File: src/rtl/ictm_consts.svh
// constants for the instruction cycle timing model
`ifndef ICTM_CONSTS_SVH
`define ICTM_CONSTS_SVH

// table entry layout: best, cache, worst clocks, then reads, worst-case prefetches, writes
`define ICTM_E_W 36
`define ICTM_F_BEST 35:28
`define ICTM_F_CACHE 27:20
`define ICTM_F_WORST 19:12
`define ICTM_F_RD 11:8
`define ICTM_F_PF 7:4
`define ICTM_F_WR 3:0

// widths of counts
`define ICTM_N_W 5
`define ICTM_TOT_W 10
`define ICTM_CLK_W 8
`define ICTM_CNT_W 5

// per-register steps of the multiple-register forms
`define ICTM_LOAD_STEP 3'h4
`define ICTM_STORE_STEP 3'h3

// timing entries
`define ICTM_E_XCHG 36'h00_02_03_010
`define ICTM_E_CTRL_TO_REG 36'h03_06_07_010
`define ICTM_E_REG_TO_CTRL 36'h09_0C_0D_010
`define ICTM_E_STWORD_TO_REG 36'h01_04_05_010
`define ICTM_E_STWORD_TO_MEM 36'h05_05_07_011
`define ICTM_E_EA_TO_CCB 36'h04_04_05_010
`define ICTM_E_EA_TO_STAT 36'h08_08_0B_020
`define ICTM_E_MULTI_LOAD 36'h08_08_09_010
`define ICTM_E_MULTI_STORE 36'h04_04_05_010
`define ICTM_E_PERIPH_W_TO_MEM 36'h08_0B_0B_012
`define ICTM_E_PERIPH_L_TO_MEM 36'h0E_11_11_014
`define ICTM_E_PERIPH_W_TO_REG 36'h0A_0C_0C_210
`define ICTM_E_PERIPH_L_TO_REG 36'h10_12_12_410
`define ICTM_E_ALT_TO_REG 36'h07_07_08_110
`define ICTM_E_ALT_FROM_REG 36'h05_05_07_011
`define ICTM_E_USTACK_MOVE 36'h00_02_03_010
`define ICTM_E_HALF_SWAP 36'h01_04_04_010
`define ICTM_E_ALU_REG 36'h00_02_03_010
`define ICTM_E_ALU_MEM 36'h03_04_06_011
`define ICTM_E_ADDR_CMP 36'h01_04_04_010
`define ICTM_E_BOUNDS_CMP 36'h10_12_12_110
`define ICTM_E_MULT_W 36'h19_1B_1C_010
`define ICTM_E_MULT_L 36'h29_2B_2C_010
`define ICTM_E_UDIV_W 36'h2A_2C_2C_010
`define ICTM_E_UDIV_L 36'h4C_4E_4F_010
`define ICTM_E_SDIV_W 36'h36_38_39_010
`define ICTM_E_SDIV_L 36'h58_5A_5B_010
`define ICTM_E_IMM_REG 36'h00_02_03_010
`define ICTM_E_IMM_MEM 36'h03_04_06_011

`endif

File: src/rtl/ictm_pkg.sv
// types of the instruction cycle timing model
package ictm_pkg;

	// instruction forms that the model can time
	typedef enum logic [4:0] {
		ICTM_OP_XCHG, ICTM_OP_CTRL_TO_REG, ICTM_OP_REG_TO_CTRL, ICTM_OP_STWORD_TO_REG,
		ICTM_OP_STWORD_TO_MEM, ICTM_OP_EA_TO_CCB, ICTM_OP_EA_TO_STAT, ICTM_OP_MULTI_LOAD,
		ICTM_OP_MULTI_STORE, ICTM_OP_PERIPH_W_TO_MEM, ICTM_OP_PERIPH_L_TO_MEM,
		ICTM_OP_PERIPH_W_TO_REG, ICTM_OP_PERIPH_L_TO_REG, ICTM_OP_ALT_TO_REG,
		ICTM_OP_ALT_FROM_REG, ICTM_OP_USTACK_MOVE, ICTM_OP_HALF_SWAP, ICTM_OP_ALU_REG,
		ICTM_OP_ALU_MEM, ICTM_OP_ADDR_CMP, ICTM_OP_BOUNDS_CMP, ICTM_OP_MULT_W, ICTM_OP_MULT_L,
		ICTM_OP_UDIV_W, ICTM_OP_UDIV_L, ICTM_OP_SDIV_W, ICTM_OP_SDIV_L, ICTM_OP_QUICK_REG,
		ICTM_OP_QUICK_MEM, ICTM_OP_IMM_REG, ICTM_OP_IMM_MEM
	} ictm_op_t;

	// timing column
	typedef enum logic [1:0] {
		ICTM_COL_BEST, ICTM_COL_CACHE, ICTM_COL_WORST
	} ictm_col_t;

	// separately tabulated time that a form needs on top of its total
	typedef enum logic [2:0] {
		ICTM_ADD_NONE, ICTM_ADD_FETCH_EA, ICTM_ADD_CALC_EA, ICTM_ADD_CALC_IMM, ICTM_ADD_FETCH_IMM
	} ictm_addon_t;

	// sequencer states of the top
	typedef enum logic [1:0] {
		ICTM_S_IDLE, ICTM_S_CALC, ICTM_S_LAUNCH, ICTM_S_RUN
	} ictm_state_t;

endpackage : ictm_pkg

File: src/rtl/ictm_core_if.sv
// carrier between the timing top, the total calculator and the bus sequencer
`timescale 1ns/100ps
`include "ictm_consts.svh"

interface ictm_core_if;
	logic load;
	logic [`ICTM_CLK_W-1:0] base;
	logic [2:0] step;
	logic [`ICTM_N_W-1:0] n;
	logic addon_en;
	logic [`ICTM_CLK_W-1:0] addon;
	logic [`ICTM_TOT_W-1:0] total;
	logic go;
	logic [`ICTM_CNT_W-1:0] reads;
	logic [`ICTM_CNT_W-1:0] prefs;
	logic [`ICTM_CNT_W-1:0] writes;
	logic busy;
	logic done;
	logic bus_rd;
	logic bus_pf;
	logic bus_wr;

	modport main (output load, base, step, n, addon_en, addon, go, reads, prefs, writes,
		input total, busy, done, bus_rd, bus_pf, bus_wr);
	modport calc (input load, base, step, n, addon_en, addon, output total);
	modport seq (input go, total, reads, prefs, writes, output busy, done, bus_rd, bus_pf, bus_wr);
endinterface : ictm_core_if

File: src/rtl/ictm_total_calc.sv
// total clock count: column base plus per-register term plus add-on time
`timescale 1ns/100ps
`include "ictm_consts.svh"

module ictm_total_calc (
	input wire logic clk_i,
	input wire logic rst_i,
	ictm_core_if.calc core
);
	import ictm_pkg::*;

	logic [`ICTM_TOT_W-1:0] total_q;
	logic [`ICTM_TOT_W-1:0] total_d;

	////////////////////////////////////////////////////////////////////////
	// per-register term
	always_comb begin
		total_d = total_q;
		if (core.load) begin
			total_d = `ICTM_TOT_W'(core.base) + `ICTM_TOT_W'(core.step) * `ICTM_TOT_W'(core.n);
			if (core.addon_en) begin
				total_d = total_d + `ICTM_TOT_W'(core.addon);
			end
		end
	end

	always_ff @(posedge clk_i) begin
		if (rst_i) begin
			total_q <= '0;
		end else begin
			total_q <= total_d;
		end
	end

	assign core.total = total_q;

endmodule : ictm_total_calc

File: src/rtl/ictm_bus_seq.sv
// runs one timed instruction and places its bus cycles inside the total
`timescale 1ns/100ps
`include "ictm_consts.svh"

module ictm_bus_seq (
	input wire logic clk_i,
	input wire logic rst_i,
	ictm_core_if.seq core
);
	import ictm_pkg::*;

	logic active_q, active_d;
	logic [`ICTM_TOT_W-1:0] rem_q, rem_d;
	logic [`ICTM_CNT_W-1:0] rd_q, rd_d;
	logic [`ICTM_CNT_W-1:0] pf_q, pf_d;
	logic [`ICTM_CNT_W-1:0] wr_q, wr_d;
	logic ticking;

	////////////////////////////////////////////////////////////////////////
	// one bus cycle per clock: reads, then writes, prefetch of the next last
	assign ticking = active_q && (rem_q != '0);
	assign core.bus_rd = ticking && (rd_q != '0);
	assign core.bus_wr = ticking && (rd_q == '0) && (wr_q != '0);
	assign core.bus_pf = ticking && (rd_q == '0) && (wr_q == '0) && (pf_q != '0);
	assign core.busy = ticking;
	assign core.done = active_q && (rem_q == '0);

	// bus cycles counted inside the total, never added
	always_comb begin
		active_d = active_q;
		rem_d = rem_q;
		rd_d = rd_q;
		pf_d = pf_q;
		wr_d = wr_q;
		if (core.go) begin
			active_d = 1'b1;
			rem_d = core.total;
			rd_d = core.reads;
			pf_d = core.prefs;
			wr_d = core.writes;
		end else if (core.done) begin
			active_d = 1'b0;
		end else if (ticking) begin
			rem_d = rem_q - `ICTM_TOT_W'(1);
			if (core.bus_rd) begin
				rd_d = rd_q - `ICTM_CNT_W'(1);
			end
			if (core.bus_wr) begin
				wr_d = wr_q - `ICTM_CNT_W'(1);
			end
			if (core.bus_pf) begin
				pf_d = pf_q - `ICTM_CNT_W'(1);
			end
		end
	end

	always_ff @(posedge clk_i) begin
		if (rst_i) begin
			active_q <= 1'b0;
			rem_q <= '0;
			rd_q <= '0;
			pf_q <= '0;
			wr_q <= '0;
		end else begin
			active_q <= active_d;
			rem_q <= rem_d;
			rd_q <= rd_d;
			pf_q <= pf_d;
			wr_q <= wr_d;
		end
	end

endmodule : ictm_bus_seq

File: src/rtl/ictm_timing.sv
// top of the instruction cycle timing model: lookup, column choice and run control
// Notes on behaviour
// - bus cycles are part of the total
// - worst arithmetic case holds one prefetch
// - register exchange takes 0/2/3 clocks
// - control register alternate_space_move take 3/6/7, 9/12/13
// - status register 8/8/11, condition byte 4/4/5
// - status word store: memory 5/5/7, register 1/4/5
// - multi-register load 8+4n, worst 9+4n
// - multi-register store 4+3n, worst 5+3n
// - peripheral stores: 2 or 4 writes
// - peripheral loads: 2 or 4 reads
// - alternate space alternate_space_move 7/7/8 and 5/5/7
// - stack pointer 0/2/3, half swap 1/4/4
// - ALU to register 0/2/3, memory 3/4/6
// - address compare 1/4/4, bounds 16/18/18
// - multiply word 25/27/28, long 41/43/44
// - unsigned divide 42/44/44 and 76/78/79
// - signed divide 54/56/57 and 88/90/91
// - immediate ops register 0/2/3, memory 3/4/6
// - add tabulated address time when flagged
`timescale 1ns/100ps
`include "ictm_consts.svh"

module ictm_timing (
	input wire logic clk_i,
	input wire logic rst_i,
	input wire logic start_i,
	input ictm_pkg::ictm_op_t op_i,
	input wire logic cache_hit_i,
	input wire logic overlap_i,
	input wire logic [`ICTM_N_W-1:0] reg_count_i,
	input wire logic [`ICTM_CLK_W-1:0] addon_time_i,
	output logic ready_o,
	output logic busy_o,
	output logic done_o,
	output ictm_pkg::ictm_col_t column_o,
	output ictm_pkg::ictm_addon_t addon_kind_o,
	output logic [`ICTM_TOT_W-1:0] total_o,
	output logic [`ICTM_CNT_W-1:0] reads_o,
	output logic [`ICTM_CNT_W-1:0] prefetches_o,
	output logic [`ICTM_CNT_W-1:0] writes_o,
	output logic bus_read_o,
	output logic bus_prefetch_o,
	output logic bus_write_o
);
	import ictm_pkg::*;

	////////////////////////////////////////////////////////////////////////
	// lookup of one instruction form
	function automatic logic [`ICTM_E_W-1:0] entry_of(input ictm_op_t op);
		logic [`ICTM_E_W-1:0] e;
		e = `ICTM_E_ALU_REG;
		case (op)
			ICTM_OP_XCHG: e = `ICTM_E_XCHG;
			ICTM_OP_CTRL_TO_REG: e = `ICTM_E_CTRL_TO_REG;
			ICTM_OP_REG_TO_CTRL: e = `ICTM_E_REG_TO_CTRL;
			ICTM_OP_STWORD_TO_REG: e = `ICTM_E_STWORD_TO_REG;
			ICTM_OP_STWORD_TO_MEM: e = `ICTM_E_STWORD_TO_MEM;
			ICTM_OP_EA_TO_CCB: e = `ICTM_E_EA_TO_CCB;
			ICTM_OP_EA_TO_STAT: e = `ICTM_E_EA_TO_STAT;
			ICTM_OP_MULTI_LOAD: e = `ICTM_E_MULTI_LOAD;
			ICTM_OP_MULTI_STORE: e = `ICTM_E_MULTI_STORE;
			ICTM_OP_PERIPH_W_TO_MEM: e = `ICTM_E_PERIPH_W_TO_MEM;
			ICTM_OP_PERIPH_L_TO_MEM: e = `ICTM_E_PERIPH_L_TO_MEM;
			ICTM_OP_PERIPH_W_TO_REG: e = `ICTM_E_PERIPH_W_TO_REG;
			ICTM_OP_PERIPH_L_TO_REG: e = `ICTM_E_PERIPH_L_TO_REG;
			ICTM_OP_ALT_TO_REG: e = `ICTM_E_ALT_TO_REG;
			ICTM_OP_ALT_FROM_REG: e = `ICTM_E_ALT_FROM_REG;
			ICTM_OP_USTACK_MOVE: e = `ICTM_E_USTACK_MOVE;
			ICTM_OP_HALF_SWAP: e = `ICTM_E_HALF_SWAP;
			ICTM_OP_ALU_REG: e = `ICTM_E_ALU_REG;
			ICTM_OP_ALU_MEM: e = `ICTM_E_ALU_MEM;
			ICTM_OP_ADDR_CMP: e = `ICTM_E_ADDR_CMP;
			ICTM_OP_BOUNDS_CMP: e = `ICTM_E_BOUNDS_CMP;
			ICTM_OP_MULT_W: e = `ICTM_E_MULT_W;
			ICTM_OP_MULT_L: e = `ICTM_E_MULT_L;
			ICTM_OP_UDIV_W: e = `ICTM_E_UDIV_W;
			ICTM_OP_UDIV_L: e = `ICTM_E_UDIV_L;
			ICTM_OP_SDIV_W: e = `ICTM_E_SDIV_W;
			ICTM_OP_SDIV_L: e = `ICTM_E_SDIV_L;
			ICTM_OP_QUICK_REG: e = `ICTM_E_IMM_REG;
			ICTM_OP_QUICK_MEM: e = `ICTM_E_IMM_MEM;
			ICTM_OP_IMM_REG: e = `ICTM_E_IMM_REG;
			ICTM_OP_IMM_MEM: e = `ICTM_E_IMM_MEM;
			default: e = `ICTM_E_ALU_REG;
		endcase
		return e;
	endfunction : entry_of

	// which tabulated time a form still needs on top of its total
	function automatic ictm_addon_t addon_of(input ictm_op_t op);
		ictm_addon_t k;
		k = ICTM_ADD_NONE;
		case (op)
			ICTM_OP_STWORD_TO_MEM: k = ICTM_ADD_CALC_EA;
			ICTM_OP_EA_TO_CCB, ICTM_OP_EA_TO_STAT, ICTM_OP_ALU_REG, ICTM_OP_ALU_MEM,
			ICTM_OP_ADDR_CMP, ICTM_OP_MULT_W, ICTM_OP_UDIV_W, ICTM_OP_SDIV_W,
			ICTM_OP_QUICK_MEM: k = ICTM_ADD_FETCH_EA;
			ICTM_OP_MULTI_LOAD, ICTM_OP_MULTI_STORE, ICTM_OP_ALT_TO_REG,
			ICTM_OP_ALT_FROM_REG: k = ICTM_ADD_CALC_IMM;
			ICTM_OP_BOUNDS_CMP, ICTM_OP_MULT_L, ICTM_OP_UDIV_L, ICTM_OP_SDIV_L,
			ICTM_OP_IMM_REG, ICTM_OP_IMM_MEM: k = ICTM_ADD_FETCH_IMM;
			default: k = ICTM_ADD_NONE;
		endcase
		return k;
	endfunction : addon_of

	// hit with overlap is best, hit alone is cache, a miss is worst
	function automatic ictm_col_t col_of(input logic hit, input logic ovl);
		ictm_col_t c;
		if (!hit) begin
			c = ICTM_COL_WORST;
		end else if (ovl) begin
			c = ICTM_COL_BEST;
		end else begin
			c = ICTM_COL_CACHE;
		end
		return c;
	endfunction : col_of

	// column pick of the base clock count
	function automatic logic [`ICTM_CLK_W-1:0] base_of(input logic [`ICTM_E_W-1:0] e, input ictm_col_t c);
		logic [`ICTM_CLK_W-1:0] b;
		case (c)
			ICTM_COL_BEST: b = e[`ICTM_F_BEST];
			ICTM_COL_CACHE: b = e[`ICTM_F_CACHE];
			default: b = e[`ICTM_F_WORST];
		endcase
		return b;
	endfunction : base_of

	////////////////////////////////////////////////////////////////////////
	// request capture and sequencing state
	ictm_state_t state_q, state_d;
	ictm_op_t op_q, op_d;
	ictm_col_t col_q, col_d;
	logic [`ICTM_N_W-1:0] n_q, n_d;
	logic [`ICTM_CLK_W-1:0] addon_q, addon_d;

	// result registers shown at the outputs
	logic [`ICTM_TOT_W-1:0] total_q, total_d;
	logic [`ICTM_CNT_W-1:0] rd_q, rd_d;
	logic [`ICTM_CNT_W-1:0] pf_q, pf_d;
	logic [`ICTM_CNT_W-1:0] wr_q, wr_d;
	ictm_addon_t kind_q, kind_d;

	logic [`ICTM_E_W-1:0] ent;
	ictm_addon_t kind_now;
	logic [`ICTM_CNT_W-1:0] rd_now;
	logic [`ICTM_CNT_W-1:0] pf_now;
	logic [`ICTM_CNT_W-1:0] wr_now;

	ictm_core_if core ();

	////////////////////////////////////////////////////////////////////////
	// per-form figures from the captured request
	assign ent = entry_of(op_q);
	assign kind_now = addon_of(op_q);

	// prefetch of the next instruction only in the worst column
	assign pf_now = (col_q == ICTM_COL_WORST) ? `ICTM_CNT_W'(ent[`ICTM_F_PF]) : '0;

	always_comb begin
		rd_now = `ICTM_CNT_W'(ent[`ICTM_F_RD]);
		wr_now = `ICTM_CNT_W'(ent[`ICTM_F_WR]);
		if (op_q == ICTM_OP_MULTI_LOAD) begin
			rd_now = `ICTM_CNT_W'(n_q);
		end
		if (op_q == ICTM_OP_MULTI_STORE) begin
			wr_now = `ICTM_CNT_W'(n_q);
		end
	end

	// drive of the calculator, step is zero except for register lists
	assign core.load = (state_q == ICTM_S_CALC);
	assign core.base = base_of(ent, col_q);
	assign core.n = n_q;
	assign core.addon = addon_q;
	assign core.addon_en = (kind_now != ICTM_ADD_NONE);
	always_comb begin
		core.step = 3'h0;
		if (op_q == ICTM_OP_MULTI_LOAD) begin
			core.step = `ICTM_LOAD_STEP;
		end else if (op_q == ICTM_OP_MULTI_STORE) begin
			core.step = `ICTM_STORE_STEP;
		end
	end

	// launch of the bus sequencer with the fresh total
	assign core.go = (state_q == ICTM_S_LAUNCH);
	assign core.reads = rd_q;
	assign core.prefs = pf_q;
	assign core.writes = wr_q;

	////////////////////////////////////////////////////////////////////////
	// control: a start while not idle is dropped, the caller watches ready_o
	always_comb begin
		state_d = state_q;
		op_d = op_q;
		col_d = col_q;
		n_d = n_q;
		addon_d = addon_q;
		total_d = total_q;
		rd_d = rd_q;
		pf_d = pf_q;
		wr_d = wr_q;
		kind_d = kind_q;
		case (state_q)
			ICTM_S_IDLE: begin
				if (start_i) begin
					op_d = op_i;
					col_d = col_of(cache_hit_i, overlap_i);
					n_d = reg_count_i;
					addon_d = addon_time_i;
					state_d = ICTM_S_CALC;
				end
			end
			ICTM_S_CALC: begin
				rd_d = rd_now;
				pf_d = pf_now;
				wr_d = wr_now;
				kind_d = kind_now;
				state_d = ICTM_S_LAUNCH;
			end
			ICTM_S_LAUNCH: begin
				total_d = core.total;
				state_d = ICTM_S_RUN;
			end
			ICTM_S_RUN: begin
				if (core.done) begin
					state_d = ICTM_S_IDLE;
				end
			end
			default: state_d = ICTM_S_IDLE;
		endcase
	end

	always_ff @(posedge clk_i) begin
		if (rst_i) begin
			state_q <= ICTM_S_IDLE;
			op_q <= ICTM_OP_XCHG;
			col_q <= ICTM_COL_WORST;
			n_q <= '0;
			addon_q <= '0;
			total_q <= '0;
			rd_q <= '0;
			pf_q <= '0;
			wr_q <= '0;
			kind_q <= ICTM_ADD_NONE;
		end else begin
			state_q <= state_d;
			op_q <= op_d;
			col_q <= col_d;
			n_q <= n_d;
			addon_q <= addon_d;
			total_q <= total_d;
			rd_q <= rd_d;
			pf_q <= pf_d;
			wr_q <= wr_d;
			kind_q <= kind_d;
		end
	end

	////////////////////////////////////////////////////////////////////////
	// the two helpers
	ictm_total_calc u_calc (
		.clk_i(clk_i),
		.rst_i(rst_i),
		.core(core.calc)
	);

	ictm_bus_seq u_seq (
		.clk_i(clk_i),
		.rst_i(rst_i),
		.core(core.seq)
	);

	////////////////////////////////////////////////////////////////////////
	// outputs; strobes are one clock each, taken from sequencer state
	assign ready_o = (state_q == ICTM_S_IDLE);
	assign busy_o = core.busy;
	assign done_o = (state_q == ICTM_S_RUN) && core.done;
	assign column_o = col_q;
	assign addon_kind_o = kind_q;
	assign total_o = total_q;
	assign reads_o = rd_q;
	assign prefetches_o = pf_q;
	assign writes_o = wr_q;
	assign bus_read_o = core.bus_rd;
	assign bus_prefetch_o = core.bus_pf;
	assign bus_write_o = core.bus_wr;

endmodule : ictm_timing

File: config.mk
export PLATFORM = sky130hd
export DESIGN_NAME = ictm_timing
export DESIGN_NICKNAME = d
export VERILOG_FILES = /design/src/rtl/ictm_pkg.sv /design/src/rtl/ictm_core_if.sv /design/src/rtl/ictm_total_calc.sv /design/src/rtl/ictm_bus_seq.sv /design/src/rtl/ictm_timing.sv
export VERILOG_INCLUDE_DIRS = /design/src /design/src/rtl
export SDC_FILE = /design/constraint.sdc
export NUM_CORES = 1
export LEC_CHECK = 0
export BUFFER_PORTS_ARGS = -buffer_cell sky130_fd_sc_hd__buf_4
export CAP_MARGIN = 20
export CELL_PAD_IN_SITES_DETAIL_PLACEMENT = 1
export CELL_PAD_IN_SITES_GLOBAL_PLACEMENT = 1
export CORE_MARGIN = 3
export CORE_UTILIZATION = 49
export DETAILED_ROUTE_END_ITERATION = 8
export PLACE_DENSITY = 0.95
export SETUP_SLACK_MARGIN = 0.05
export SKIP_CTS_REPAIR_TIMING = 1
export SLEW_MARGIN = 20
export SYNTH_ARGS = -nofsm -noshare
export SYNTH_HDL_FRONTEND = slang
export SYNTH_SLANG_ARGS = --single-unit
File: constraint.sdc
create_clock -name clk_i -period 13.7 [get_ports clk_i]
set_clock_uncertainty 0.1 [all_clocks]
set_input_delay 0.685 -clock clk_i [delete_from_list [all_inputs] [get_ports clk_i]]
set_output_delay 0.685 -clock clk_i [all_outputs]
set_load 0.05 [all_outputs]
==> results by group <==
GRT
  – Initial antenna violation count: 0
  – First-pass GRT wire length: 29700 microns
  – Grt total ovfl: 0
  – GRT Overall Usage: 0.257
  – Vias in the first global route: about 5800
  – Pin count of the biggest net entering global routing: 80

Clocking
  – Worst-Skew Late Latency: 360 ps
  – Sink Count: 110
  – Maximum clock path buffer count: 2
  – H-tree Lvls: 3
  – Clock root buffer: clkbuf_16
  – CTS tree: built
  – Worst-path clk slew: 70 ps
  – CTS Buf Count: 9

Cells and area
  – Nets: between 800 and 900
  – FF+latch area: roughly 0.0022 sq mm
  – Layout overhead on the synthesized area: 11.4%
  – Layout cells sized above 1: 0.119
  – # diodes: 0
  – Footprint of the multi-input gates: 0.00368 sq mm
  – Post-route insts no fill: 948
  – Fill cells: roughly 1500

STA
  – RSZ-0062 raised after global routing: no
  – Setup Viol. Count Final: 0
  – Slew headroom: 0.426
  – Fmax: 184 MHz
  – Slew at the pin with the worst max-slew slack: approximately 860 ps
  – WHS: 366 ps
  – Final Max Slew Viols: 0
  – Hold Vio Cnt, Final: 0
  – Shortest period the worst path allows: 5440 ps
  – Final period utilization: 0.397
  – Setup TNS after final layout: 0 ps

Routing
  – Final ANT Viol Nets: 0
  – WL/cell: between 15 and 20 microns
  – Vias: roughly 5600
  – Routed WL: between 15000 and 20000 microns
  – 1st-iter DRT viols: 466
  – Detailed-route vias per instance: 5.92
  – Drt first pass iters: 5
  – Residual DRC: 0

Worst setup path
  – Crit path kind: register to register
  – CP startpoint kind: register
  – CP arrival: 5610 ps
  – CP Cell Sequence: nor4_1 > and2_0 > nand2_1 > fa_1 > inv_1 > fa_1 > inv_1 > fa_1 > nor2b_1 > o31a_1 > o21ai_0 > nand2b_1 > xnor2_1 > ha_1 > or4_1 > o211ai_1 > xor2_1 > a211oi_1
  – RR Endpoint: u_calc.core.total[8]
  – Crit path capture type: register
  – Setup slack, reg-to-reg: 8260 ps
  – Reg-to-reg startpoint: op_q[0]
  – Worst-path fanout max: 5
  – Reg2reg path depth: 18
  – Crit-path max cell delay: approximately 600 ps
  – Crit-path slowest cell: nor4_1
  – Crit path required time: 13870 ps
  – Most used cell, CP: fa_1

Logic synthesis
  – Syn_area_per_cell: around 8.4 sq um
  – Netlist cell types: ~70
  – Top-count cell post-synth: dfxtp_1
  – Synth top area share: 0.349
  – Synthesized area: 0.00631 sq mm
  – Sequential area share after synthesis: 0.349
  – Synth top cells by count: 110 x dfxtp_1, 69 x nand2_1, 66 x nor2_1, 57 x a21oi_1, 55 x inv_1
  – Ys Warns: 0
  – Post-synth ARST share: 0
  – Mapped Cells: 753
  – EDFF count, synth: 0
  – Area leader, netlist: dfxtp_1
  – Largest cells by area after synthesis: dfxtp_1 35%, ha_1 7.3%, mux2i_1 5.4%
  – Most used DFF post-synth: dfxtp_1
  – #FFs+latches synth: 110

Floorplan
  – Die Height: 120 microns
  – Die Area: approximately 0.014 sq mm
  – Row cnt: 40
  – Starting density of the core: 0.513
  – IO Count: 59
  – Core area: 0.0123 sq mm
  – Die width: 120 microns

Pwr
  – Worst VDD drop: ~0.08 mV
  – Leakage: ~0.003 uW
  – Pwr dens: 190 mW/mm^2
  – Total power: 1340 uW

Place
  – Cell count after placement: 933
  – GP Congestion: 0.892
  – Port Buffers: 55
  – DP HPWL: 13200 microns

Min path
  – Hold Crit Class: register to register
  – Worst hold path depth: 2
  – Worst Min Path Start: addon_q[4]
  – Hold path endpoint: addon_q[4]

Run
  – Number of max-cap violations: 0

Outcome
  – Status: completed
per-layer routing:
layer | GRT usage | vias up | wire, microns
met2 | 0.458 | 150 | 9380
met5 | 0 | - | 0
met3 | 0.0476 | 28 | 770
li1 | - | 2671 | -
met4 | 0.0816 | 0 | 354
met1 | 0.314 | 2759 | 7820
cell families (layout without fill, tap and decap cells):
logic type,count (synthesis),after routing,synth area share
other,1,3,0.000594
buffers and inverters,108,133,0.0715
AO/OA/AOI/OAI,179,179,0.186
multiplexers,39,39,0.0628
flip-flops,110,110,0.349
XOR/XNOR,21,21,0.0291
adder cells (fa/ha/maj),47,47,0.105
AND/OR/NAND/NOR,248,248,0.196
registers in the layout (all words and copies together), names as in the netlist, 3 cells and up:
signal	cells
u_seq.rem_q	10
u_seq.wr_q	5
core.n	5
op_q	5
addon_q	8
kind_now	3
ent	24
reads_o	5
writes_o	5
addon_kind_o	3
u_seq.pf_q	5
total_o	10
u_seq.rd_q	5
u_calc.core.total	10
through the flow:
| stage | util | instance area, sq um | setup WS [ps] |
|---|---|---|---|
| global route | 0.571 | 7030 | 8000 |
| CTS | 0.570 | 7020 | 8310 |
| finish | 0.571 | 7030 | 8260 |
| detailed placement | 0.548 | 6750 | 8370 |
| floorplan | - | 6320 | 9060 |
| global placement | 0.548 | 6750 | 8800 |
report_power, final:
part | leakage [uW] | switching [uW] | internal (uW)
Clock | 0.000134 | 123 | 124
Sequential | 0.000898 | 76.0 | 401
Combinational | 0.00189 | 389 | 224
Total | 0.00292 | 588 | 749
area by class of cell:
type                            instances  area share
Clock buffer                            9      0.0320
Clock inverter                          6     0.00658
Inverter                               58      0.0310
Multi-Input combinational cell        537       0.523
Sequential cell                       110       0.313
Tap cell                              168      0.0299
Timing Repair Buffer                   60      0.0641
layout by cell type (no fill, tap or decap), drive strengths merged, types with 15 or more instances in the layout:
cell,instances
nor2,66
a21oi,57
dfxtp,110
mux2i,34
nand2b,17
nand3,15
o21ai,24
nor3,23
inv,58
buf,60
ha,37
nand2,69
xnor2,15
worst max-delay path, delay by kind of cell, from the launching register on:
kind	cells	cell delay [ps]
flops	1	330
xor+xnor	2	190
buf+inv	2	160
compound gates	4	750
simple gates	6	1930
fa+ha+maj	4	1890
worst max-delay path by stage:
| stage | startpoint | end | slack [ps] | cells after the start |
|---|---|---|---|---|
| 6_report | op_q[0] | u_calc.core.total[8] | 8260 | 18 |
| 5_1_grt | op_q[0] | u_calc.core.total[8] | 8000 | 18 |
| 4_1_cts | op_q[0] | u_calc.core.total[8] | 8310 | 18 |
| 3_5_place_dp | op_q[0] | u_calc.core.total[8] | 8370 | 18 |
| 3_3_place_gp | op_q[0] | u_calc.core.total[8] | 8800 | 18 |
| 2_1_floorplan | op_q[0] | u_calc.core.total[8] | 9060 | 18 |
Note: power is estimated with default switching activity, not from simulation.
